===== src/mbew_pkg.sv =====
// Constants and carrier types for the host-bus emulation write master.
// Assumes a single 200 MHz system clock; the bus clock is divided from it.
package mbew_pkg;

    // System clock
    localparam real CLK_PERIOD_NS = 5.0;

    // Bus clock half period, rounded up so the bus never runs too fast
    localparam real BUS_HALF_NS   = 41.6;
    localparam int  BUS_HALF_CLKS = int'($ceil(BUS_HALF_NS / CLK_PERIOD_NS));

    // Phase lengths in bus clocks
    localparam int HI_ADDR_CLKS    = 1;
    localparam int ADDR_SETUP_CLKS = 1;
    localparam int ALE_NOM_CLKS    = 1;
    localparam int ALE_EXT_CLKS    = 2;
    localparam int DATA_SETUP_CLKS = 1;
    localparam int WR_NOM_CLKS     = 1;
    localparam int WR_EXT_CLKS     = 6;
    localparam int RELEASE_CLKS    = 1;

    localparam int CNT_W = 3;

    // Reset values
    localparam logic [7:0] ADDR_RESET = 8'h00;
    localparam logic [7:0] DATA_RESET = 8'h00;

    typedef enum logic [2:0] {
        ST_IDLE,
        ST_HI,
        ST_ADDR,
        ST_ALE,
        ST_CS,
        ST_WR,
        ST_REL
    } mbew_state_t;

    typedef struct packed {
        logic       ext;
        logic [7:0] hi_addr;
        logic [7:0] lo_addr;
        logic [7:0] data;
    } mbew_cmd_t;

endpackage


===== src/mbew_write_master.sv =====
// Bus-master write sequencer for an 8048/8051-style multiplexed host bus.
// Assumes commands come from logic on clk_in; wait_ready_in is an
// asynchronous pin and is synchronised before use.
//
// Operation
// - When the peripheral holds ready low, the latch strobe and write strobe phases take their fixed extended lengths.
// - The bus clock pin carries the very clock that steps the bus cycle.
// - The upper address byte sits on eight dedicated output lines.
// - Chip select is one low pulse covering the data setup and the whole write strobe.
// - The address latch strobe is a positive pulse whose falling edge latches the low address.
// - Write data is stable before the write strobe falls and after it rises.
// - Only an extended write first places a new upper address byte; a plain write leaves it.
// - The low address is driven for one bus clock before the latch strobe rises.
// - The latch strobe is high one bus clock, or two when ready is low.
// - Chip select falls at the same step as the latch strobe falls.
// - Data is driven at the same step as chip select falls, with one bus clock of setup before the write strobe.
// - The write strobe is low one bus clock, or six when ready is low.
// - Chip select rises half a bus clock after the write strobe rises.
// - Write data stays driven until chip select has been released.
// - The low bus carries the low address first and the data byte afterwards.
// - Both extended and plain writes are supported.
`timescale 1ns/1ps

module mbew_write_master
    import mbew_pkg::*;
(
    input  wire logic      clk_in,
    input  wire logic      reset_in,
    input  wire logic      req_valid_in,
    input  wire mbew_cmd_t req_cmd_in,
    output logic           req_ready_out,
    output logic           busy_out,
    input  wire logic      wait_ready_in,
    output logic           bus_clock_out,
    output logic [7:0]     upper_addr_out,
    output logic [7:0]     mux_bus_out,
    output logic           mux_bus_oe_out,
    output logic           ale_out,
    output logic           cs_n_out,
    output logic           rd_n_out,
    output logic           wr_n_out
);

    localparam logic [7:0]       DIV_LAST = 8'(BUS_HALF_CLKS - 1);
    localparam logic [CNT_W-1:0] CNT_ONE  = CNT_W'(1);

    // Bus clock divider
    logic [7:0] div_q;
    logic [7:0] div_d;
    logic       bclk_q;
    logic       bclk_d;

    // Ready synchroniser
    logic rdy_meta_q;
    logic rdy_sync_q;

    // Sequencer
    mbew_state_t      state_q;
    mbew_state_t      state_d;
    logic [CNT_W-1:0] cnt_q;
    logic [CNT_W-1:0] cnt_d;
    logic             ext_q;
    logic [7:0]       lo_q;
    logic [7:0]       dat_q;
    logic [7:0]       upper_q;
    logic [7:0]       upper_d;
    logic [7:0]       mux_q;
    logic [7:0]       mux_d;
    logic             cs_n_q;
    logic             cs_n_d;

    // Decode
    wire              div_wrap  = (div_q == DIV_LAST);
    wire              rise_tick = div_wrap && !bclk_q;
    wire              fall_tick = div_wrap && bclk_q;
    wire              take      = req_valid_in && req_ready_out;
    wire              rdy_low   = !rdy_sync_q;
    wire [CNT_W-1:0]  limit;
    wire              phase_end = rise_tick && (cnt_q >= limit - CNT_ONE);

    assign limit =
        (state_q == ST_HI)   ? CNT_W'(HI_ADDR_CLKS) :
        (state_q == ST_ADDR) ? CNT_W'(ADDR_SETUP_CLKS) :
        (state_q == ST_ALE)  ? (rdy_low ? CNT_W'(ALE_EXT_CLKS) : CNT_W'(ALE_NOM_CLKS)) :
        (state_q == ST_CS)   ? CNT_W'(DATA_SETUP_CLKS) :
        (state_q == ST_WR)   ? (rdy_low ? CNT_W'(WR_EXT_CLKS) : CNT_W'(WR_NOM_CLKS)) :
        CNT_W'(RELEASE_CLKS);

    assign div_d  = div_wrap ? 8'h00 : div_q + 8'h01;
    assign bclk_d = div_wrap ? !bclk_q : bclk_q;

    assign req_ready_out  = (state_q == ST_IDLE) && rise_tick;
    assign busy_out       = (state_q != ST_IDLE);
    assign bus_clock_out  = bclk_q;
    assign upper_addr_out = upper_q;
    assign mux_bus_out    = mux_q;
    assign mux_bus_oe_out = (state_q != ST_IDLE) && (state_q != ST_HI);
    assign ale_out        = (state_q == ST_ALE);
    assign cs_n_out       = cs_n_q;
    assign rd_n_out       = 1'h1;
    assign wr_n_out       = (state_q != ST_WR);

    // Next state: every phase boundary falls on a bus clock rising edge
    always_comb begin
        state_d = state_q;
        cnt_d   = cnt_q;
        upper_d = upper_q;
        mux_d   = mux_q;
        cs_n_d  = cs_n_q;
        if (rise_tick) begin
            cnt_d = cnt_q + CNT_ONE;
        end
        unique case (state_q)
            ST_IDLE: begin
                cnt_d = '0;
                if (take) begin
                    if (req_cmd_in.ext) begin
                        state_d = ST_HI;
                        upper_d = req_cmd_in.hi_addr;
                    end else begin
                        state_d = ST_ADDR;
                        mux_d   = req_cmd_in.lo_addr;
                    end
                end
            end
            ST_HI: begin
                if (phase_end) begin
                    state_d = ST_ADDR;
                    cnt_d   = '0;
                    mux_d   = lo_q;
                end
            end
            ST_ADDR: begin
                if (phase_end) begin
                    state_d = ST_ALE;
                    cnt_d   = '0;
                end
            end
            ST_ALE: begin
                if (phase_end) begin
                    state_d = ST_CS;
                    cnt_d   = '0;
                    cs_n_d  = 1'h0;
                    mux_d   = dat_q;
                end
            end
            ST_CS: begin
                if (phase_end) begin
                    state_d = ST_WR;
                    cnt_d   = '0;
                end
            end
            ST_WR: begin
                if (phase_end) begin
                    state_d = ST_REL;
                    cnt_d   = '0;
                end
            end
            ST_REL: begin
                // Half a bus clock after the strobe rises, select goes away
                if (fall_tick) begin
                    cs_n_d = 1'h1;
                end
                if (phase_end) begin
                    state_d = ST_IDLE;
                    cnt_d   = '0;
                end
            end
        endcase
    end

    always_ff @(posedge clk_in) begin
        if (reset_in) begin
            div_q  <= 8'h00;
            bclk_q <= 1'h0;
        end else begin
            div_q  <= div_d;
            bclk_q <= bclk_d;
        end
    end

    // Ready is a pin; only the second stage is read
    always_ff @(posedge clk_in) begin
        if (reset_in) begin
            rdy_meta_q <= 1'h1;
            rdy_sync_q <= 1'h1;
        end else begin
            rdy_meta_q <= wait_ready_in;
            rdy_sync_q <= rdy_meta_q;
        end
    end

    always_ff @(posedge clk_in) begin
        if (reset_in) begin
            ext_q <= 1'b0;
            lo_q  <= ADDR_RESET;
            dat_q <= DATA_RESET;
        end else if (take) begin
            ext_q <= req_cmd_in.ext;
            lo_q  <= req_cmd_in.lo_addr;
            dat_q <= req_cmd_in.data;
        end
    end

    always_ff @(posedge clk_in) begin
        if (reset_in) begin
            state_q <= ST_IDLE;
            cnt_q   <= '0;
            upper_q <= ADDR_RESET;
            mux_q   <= DATA_RESET;
            cs_n_q  <= 1'h1;
        end else begin
            state_q <= state_d;
            cnt_q   <= cnt_d;
            upper_q <= upper_d;
            mux_q   <= mux_d;
            cs_n_q  <= cs_n_d;
        end
    end

    // Helper: write strobe low time in system clocks
    logic [7:0] wr_low_cnt_q;
    always_ff @(posedge clk_in) begin
        if (reset_in || wr_n_out) begin
            wr_low_cnt_q <= 8'h00;
        end else begin
            wr_low_cnt_q <= wr_low_cnt_q + 8'h01;
        end
    end
    localparam logic [7:0] WR_MAX_CLKS = 8'(WR_EXT_CLKS * 2 * BUS_HALF_CLKS);
    localparam int         HALF_M1     = BUS_HALF_CLKS - 1;

    // Helper: run lengths of the bus clock high phase and of the latch strobe,
    // counted because a repetition of that many cycles is too costly to unroll
    logic [7:0] bclk_hi_cnt_q;
    logic [7:0] ale_hi_cnt_q;
    always_ff @(posedge clk_in) begin
        if (reset_in || !bus_clock_out) begin
            bclk_hi_cnt_q <= 8'h00;
        end else begin
            bclk_hi_cnt_q <= bclk_hi_cnt_q + 8'h01;
        end
    end
    always_ff @(posedge clk_in) begin
        if (reset_in || !ale_out) begin
            ale_hi_cnt_q <= 8'h00;
        end else begin
            ale_hi_cnt_q <= ale_hi_cnt_q + 8'h01;
        end
    end
    localparam logic [7:0] HALF_CLKS   = 8'(BUS_HALF_CLKS);
    localparam logic [7:0] ALE_NOM_SYS = 8'(ALE_NOM_CLKS * 2 * BUS_HALF_CLKS);
    localparam logic [7:0] ALE_EXT_SYS = 8'(ALE_EXT_CLKS * 2 * BUS_HALF_CLKS);
endmodule


===== config.mk =====
export PLATFORM = sky130hd
export DESIGN_NAME = mbew_write_master
export DESIGN_NICKNAME = d
export VERILOG_FILES = /design/src/mbew_pkg.sv /design/src/mbew_write_master.sv
export SDC_FILE = /design/constraint.sdc
export NUM_CORES = 1
export LEC_CHECK = 0
export ABC_AREA = 1
export CAP_MARGIN = 40
export CELL_PAD_IN_SITES_DETAIL_PLACEMENT = 0
export CELL_PAD_IN_SITES_GLOBAL_PLACEMENT = 2
export CORE_UTILIZATION = 35
export DETAILED_ROUTE_END_ITERATION = 7
export DONT_BUFFER_PORTS = 1
export PLACE_DENSITY_LB_ADDON = 0.1
export SETUP_SLACK_MARGIN = 0.02
export SLEW_MARGIN = 20
export SYNTH_ARGS = -nofsm -noshare
export SYNTH_HDL_FRONTEND = slang
export SYNTH_SLANG_ARGS = --single-unit

===== constraint.sdc =====
create_clock -name clk_in -period 3 [get_ports clk_in]
set_clock_uncertainty 0.05 [all_clocks]
set_input_delay 0.75 -clock clk_in [delete_from_list [all_inputs] [get_ports clk_in]]
set_output_delay 0.75 -clock clk_in [all_outputs]
set_load 0.005 [all_outputs]

Word-level counts from Yosys, hierarchy flattened

Cells that the tools add are included.

Register bits: 50
Word-level logic and storage cells: 78
Input bits: 29
Output and inout port bits: 24

Eq/ne operators: 19
Order comparisons: 1
Multiplexer cells: 27
Reductions and logical operators: 17
$add $sub $neg: 3

Operators with widths:

| kind                                                               | number |
|---|---|
| 3-bit 2-to-1 mux                                                   | 15 |
| 8-bit 2-to-1 mux                                                   | 4 |
| 8-bit case mux with 3 select lines                                 | 1 |
| 3-bit case mux with 7 select lines                                 | 1 |
| 2-bit != test, second input constant                               | 8 |
| 3-bit == test, second input constant                               | 3 |
| 8-bit by 1-bit adder with 8-bit output, second input constant      | 1 |
| 8-bit by 4-bit == test with 1-bit output, second input constant    | 1 |
| 7-bit AND reduction                                                | 1 |
| 3-bit by 2-bit == test with 1-bit output, second input constant    | 2 |
| 1-bit logical AND                                                  | 6 |
| 3-bit by 1-bit != test with 1-bit output, second input constant    | 2 |
| 3-bit case mux with 2 select lines                                 | 1 |
| 3-bit AND reduction                                                | 2 |
| 3-bit nonzero test                                                 | 2 |
| 6-bit OR reduction                                                 | 1 |
| 5-bit AND reduction                                                | 1 |
| 2-bit 2-to-1 mux                                                   | 2 |
| 3-bit by 1-bit adder with 3-bit output, second input constant      | 1 |
| 3-bit by 1-bit == test with 1-bit output, second input constant    | 1 |
| 3-bit >= comparator                                                | 1 |
| 3-bit zero test                                                    | 1 |
| 3-bit != test, second input constant                               | 1 |
| 3-bit by 1-bit subtractor with 3-bit output, second input constant | 1 |
| 6 further kinds                                                    | 7 |

Logic depth before layout (Yosys ltp)

Word-level depth: 11
Depth in mapped cells: 17
Depth with buffers taken out: 17

Least setup slack after synthesis

Ideal clock, no wire load.

Kind: reg2reg
Start point: reg state_q[2]
End point: reg mux_q[2], in the netlist mux_bus_out[2]
Required time: 2.840 ns
Arrival: 2.354 ns
Period minus slack after synthesis: 2.514 ns
Setup time: 0.110 ns
Buffers on the path: 1
Setup slack: 0.486 ns
Stages on the path, launching flop included: 17
Cell sequence: dfxtp_1 > inv_2 > nand3_1 > clkbuf_1 > a21oi_1 > inv_1 > ha_1 > xnor2_1 > ha_1 > a21oi_1 > nand3_1 > nand3_2 > nand2_2 > nand3_4 > nand2_1 > inv_1 > nor2_1

Word-level cells in the longest chain between the ends: 11
Elaborated cells between the ends (all ways): 23
Those cells by class: 1 x add/sub; 1 x order compare; 9 x eq/ne; 6 x mux; 6 x reduce/logical

RTL lines:

| item                                                                                       | line                     | text |
|---|---|---|
| start: declaration                                                                         | mbew_write_master.sv:58  | `mbew_state_t state_q;` |
| start signal: assignment                                                                   | mbew_write_master.sv:213 | `state_q <= state_d;` |
| 3-bit == test                                                                              | mbew_write_master.sv:86  | `(state_q == ST_WR) ? (rdy_low ? CNT_W'(WR_EXT_CLKS) : CNT_W'(WR_NOM_CLKS)) :` |
| 3-bit 2-to-1 mux                                                                           | mbew_write_master.sv:86  |  |
| 3-bit 2-to-1 mux                                                                           | mbew_write_master.sv:85  | `(state_q == ST_CS) ? CNT_W'(DATA_SETUP_CLKS) :` |
| 3-bit 2-to-1 mux                                                                           | mbew_write_master.sv:84  | `(state_q == ST_ALE) ? (rdy_low ? CNT_W'(ALE_EXT_CLKS) : CNT_W'(ALE_NOM_CLKS)) :` |
| 3-bit 2-to-1 mux                                                                           | mbew_write_master.sv:83  | `(state_q == ST_ADDR) ? CNT_W'(ADDR_SETUP_CLKS) :` |
| 3-bit 2-to-1 mux                                                                           | mbew_write_master.sv:82  | `(state_q == ST_HI) ? CNT_W'(HI_ADDR_CLKS) :` |
| 3-bit by 1-bit subtractor with 3-bit output                                                | mbew_write_master.sv:79  | `wire phase_end = rise_tick && (cnt_q >= limit - CNT_ONE);` |
| 3-bit >= comparator                                                                        | mbew_write_master.sv:79  |  |
| 1-bit logical AND                                                                          | mbew_write_master.sv:79  |  |
| 2-bit != test (no source line) or 2-bit by 1-bit != test with 1-bit output (tied branches) | -                        |  |
| 5-bit AND reduction (no source line)                                                       | -                        |  |
| end signal: assignment                                                                     | mbew_write_master.sv:216 | `mux_q <= mux_d;` |
| end: declaration                                                                           | mbew_write_master.sv:67  | `logic [7:0] mux_q;` |

Several ways; a longest one is shown, not always the timed one.
A chain may end at the register's enable or synchronous reset.

Worst setup path after layout

Start point: reg state_q[2]
End point: reg state_q[1]

Word-level cells in the longest chain between the ends: 11
Elaborated cells between the ends (all ways): 26
Those cells by class: 1 x add/sub; 1 x order compare; 13 x eq/ne; 6 x mux; 5 x reduce/logical

RTL lines:

| item                                                                                       | line |
|---|---|
| 3-bit == test                                                                              | mbew_write_master.sv:86, mbew_write_master.sv:113 |
| 3-bit 2-to-1 mux                                                                           | mbew_write_master.sv:86 |
| 3-bit 2-to-1 mux                                                                           | mbew_write_master.sv:85 |
| 3-bit 2-to-1 mux                                                                           | mbew_write_master.sv:84 |
| 3-bit 2-to-1 mux                                                                           | mbew_write_master.sv:83 |
| 3-bit 2-to-1 mux                                                                           | mbew_write_master.sv:82 |
| 3-bit by 1-bit subtractor with 3-bit output                                                | mbew_write_master.sv:79 |
| 3-bit >= comparator                                                                        | mbew_write_master.sv:79 |
| 1-bit logical AND                                                                          | mbew_write_master.sv:79 |
| 2-bit != test (no source line) or 2-bit by 1-bit != test with 1-bit output (tied branches) | - |
| 7-bit AND reduction (no source line)                                                       | - |

Several ways; a longest one is shown, not always the timed one.

==> flow_summary.json <==
{
  "via_per_inst": 4.51,
  "most-common-layout-cells": "nor2_1 (61), inv_1 (54), dfxtp_1 (50), nand2_1 (49), a21oi_1 (19)",
  "clk_latency_ns": 0.30,
  "wl_per_cell_um": 12.2,
  "p_per_area_nw_per_um2": 776,
  "gp_congestion": 0.802,
  "cts_tree": "built",
  "cts_hold_buf": 0,
  "regToRegEndpoint": "state_q[1]",
  "floorplan.initialDensity": 0.367,
  "dp.cells": 439,
  "clkPwrFrac": 0.273,
  "antenna_found_initial": 0,
  "antennaDiodeCount": 0,
  "dr.pass1.iters": 4,
  "drt_iter0_markers": 64,
  "clock_path_buffers": 2,
  "fin_crit_sh": 0.888,
  "die_w_um": 86.9,
  "grt_use_total": 0.153,
  "vias": 2014,
  "status": "finished, final reports clean",
  "placed_area_um2": 2600,
  "fp.dieArea_um2": 7550,
  "numCtsBuffers": 5,
  "power_frac_seq": 0.377,
  "dp_hpwl_um": 4020,
  "hold_end": "rdy_sync_q",
  "tns_ns": 0,
  "drt-total-wl_um": 5470,
  "synth_warnings": 0,
  "finalNonFillerCells": 447,
  "ys_types": 33,
  "crit_required_ns": 3.19,
  "portBuffers": 0,
  "cts-htree-levels": 2,
  "io_pins": 53,
  "grt_max_degree": 33,
  "cts_setup_buffers": 0,
  "post-route-cell-area_um2": 2750,
  "final-setup-viol-count": 0,
  "crit_slowest_cell": "dfxtp_1",
  "die_height_um": 86.9,
  "cp-end-kind": "register",
  "critical_path.top_delay_family": "simple AND/OR/NAND/NOR gates",
  "slew_headroom": 0.520,
  "power_mw": 2.14,
  "sw_frac_of_total": 0.372,
  "syn_inst": 350,
  "grt_pass1_wl_um": 8910,
  "r2r_setup_slack_ns": 0.34,
  "post_cts_resized": 0,
  "crit_path_cell_trace": "inv_2, nor2_1, inv_1, a21oi_2, inv_1, ha_1, xnor2_1, ha_1, nand3_1, nand3_1, nand3_2, nand2_4, nand3_4, nand2_1, nand2_1, nor2_1",
  "overflow": 0,
  "ir_drop_mv": 0.253,
  "netSwitchingPower_mw": 0.795,
  "arrival_ns": 2.86,
  "tightest_slew_ns": 0.718,
  "cap_viol_max_count": 0,
  "finalMaxSlewViolations": 0,
  "postRouteAntennaNets": 0,
  "syn_avg_cell_area_um2": 7.21,
  "rsz0062_at_grt": "false",
  "clk_pin_slew_ns": 0.09,
  "syn_area_um2": 2520,
  "power_leakage_nw": 1.11,
  "max_stage_delay_ns": 0.45,
  "worstSetupStartpointType": "register",
  "drc": 0,
  "syn2layout_area_growth_pct": 9.12,
  "power.internal_mw": 1.34,
  "hp-start": "rdy_meta_q",
  "hold_viol": 0,
  "fmax_mhz": 375,
  "whs_path_depth": 1,
  "hold_path.class": "register to register",
  "mostFrequentLayoutCell": "nor2_1",
  "clock-sinks": 50,
  "combinationalPowerShare": 0.350,
  "path_class": "register to register",
  "grt_pass1_vias": 1838,
  "clock-root-buffer": "clkbuf_8",
  "fp.coreArea_um2": 6870,
  "drive_above_1_share": 0.145,
  "syn_nets": 386,
  "critical_path.max_fanout": 10,
  "post-route-min-period_ns": 2.66,
  "ys_seq_area_frac": 0.397,
  "num_rows": 30,
  "ff2ff_path_depth": 16,
  "fin_nets": 386,
  "path_buf_inv": 3,
  "yosys_register_bits": 50,
  "r2r-start": "state_q[2]"
}
[layout make-up]
type / count / area (um^2)
Fill cell: 758 / 4120
Multi-Input combinational cell: 234 / 1260
Sequential cell: 50 / 1000
Inverter: 57 / 214
Tap cell: 96 / 120
Clock buffer: 6 / 82.6
Clock inverter: 2 / 60.1
Timing Repair Buffer: 2 / 15.0
[Yosys cell counts]
| cell | instances | share of area |
|---|---|---|
| or2_2 | 3 | 0.0074 |
| o31ai_1 | 1 | 0.0030 |
| nor2_1 | 61 | 0.091 |
| conb_1 | 1 | 0.0015 |
| nor4_1 | 1 | 0.0025 |
| o21ai_1 | 17 | 0.034 |
| o21ai_0 | 11 | 0.022 |
| o21bai_4 | 1 | 0.0074 |
| nor2_2 | 14 | 0.035 |
| a21oi_1 | 20 | 0.040 |
| nor3_1 | 2 | 0.0040 |
| o211ai_1 | 1 | 0.0030 |
| ha_1 | 7 | 0.035 |
| o221ai_1 | 1 | 0.0035 |
| nand3_1 | 9 | 0.018 |
| a31oi_1 | 1 | 0.0025 |
| nand2_1 | 49 | 0.073 |
| a211oi_1 | 1 | 0.0030 |
| nand2_2 | 4 | 0.0099 |
| nand3_2 | 2 | 0.0079 |
| inv_1 | 54 | 0.080 |
| xnor2_1 | 1 | 0.0035 |
| clkbuf_1 | 5 | 0.0074 |
| buf_6 | 2 | 0.0089 |
| a21oi_2 | 7 | 0.024 |
| dfxtp_1 | 50 | 0.40 |
| nand4_1 | 12 | 0.030 |
| inv_2 | 3 | 0.0045 |
| nor3b_1 | 1 | 0.0030 |
| nor2_4 | 2 | 0.0089 |
| nand3_4 | 3 | 0.021 |
| nand2_4 | 1 | 0.0045 |
| buf_4 | 2 | 0.0059 |
[cell families (layout without fill, tap and decap cells)]
kind of cell    count (synthesis)  in the layout  synth area share
simple gates                  164            164             0.315
buf+inv                        66             67             0.107
compound gates                 61             61             0.142
flops                          50             50             0.397
fa+ha+maj                       7              7            0.0347
other cells                     1              1           0.00149
xor+xnor                        1              1           0.00347
[power by group through the flow]
stage	combinational, mW	clock, mW	sequential, mW
6_report	0.748	0.583	0.804
5_1_grt	0.864	0.634	0.816
4_1_cts	0.757	0.606	0.805
3_5_place_dp	0.753	0	0.820
3_3_place_gp	0.768	0	0.819
2_1_floorplan	0.613	0	0.806
[sequential cells by signal, summed over array words and instances (netlist names)]
| register | flops |
|---|---|
| dat_q | 8 |
| upper_addr_out | 8 |
| div_q | 8 |
| rdy_sync_q | 1 |
| lo_q | 8 |
| bus_clock_out | 1 |
| rdy_meta_q | 1 |
| cs_n_out | 1 |
| cnt_q | 3 |
| state_q | 3 |
| mux_bus_out | 8 |
[worst max path at each step]
stage               slack [ns]  cells after the start       start             end
CTS                       0.21                     16  state_q[0]  mux_bus_out[4]
finish                    0.34                     16  state_q[2]      state_q[1]
detailed placement        0.24                     16  state_q[2]  mux_bus_out[4]
global route              0.09                     16  state_q[0]  mux_bus_out[5]
floorplan                 0.49                     16  state_q[2]  mux_bus_out[2]
global placement          0.29                     16  state_q[2]  mux_bus_out[6]
[stage by stage]
step | hold WS [ns] | setup WS [ns] | util
after global routing | 0.418 | 0.0853 | 0.401
after detailed placement | 0.353 | 0.242 | 0.379
after CTS | 0.375 | 0.215 | 0.400
after floorplan | 0.339 | 0.486 | -
final | 0.376 | 0.335 | 0.401
after global placement | 0.353 | 0.289 | 0.379
[metal layers]
layer | vias up | share of wire | track usage
li1 | 1107 | - | -
met1 | 872 | 0.53 | 0.217
met2 | 30 | 0.42 | 0.230
met3 | 5 | 0.036 | 0.0360
met4 | 0 | 0.011 | 0.0409
met5 | - | 0 | 0
Note: power is estimated with default switching activity, not from simulation.
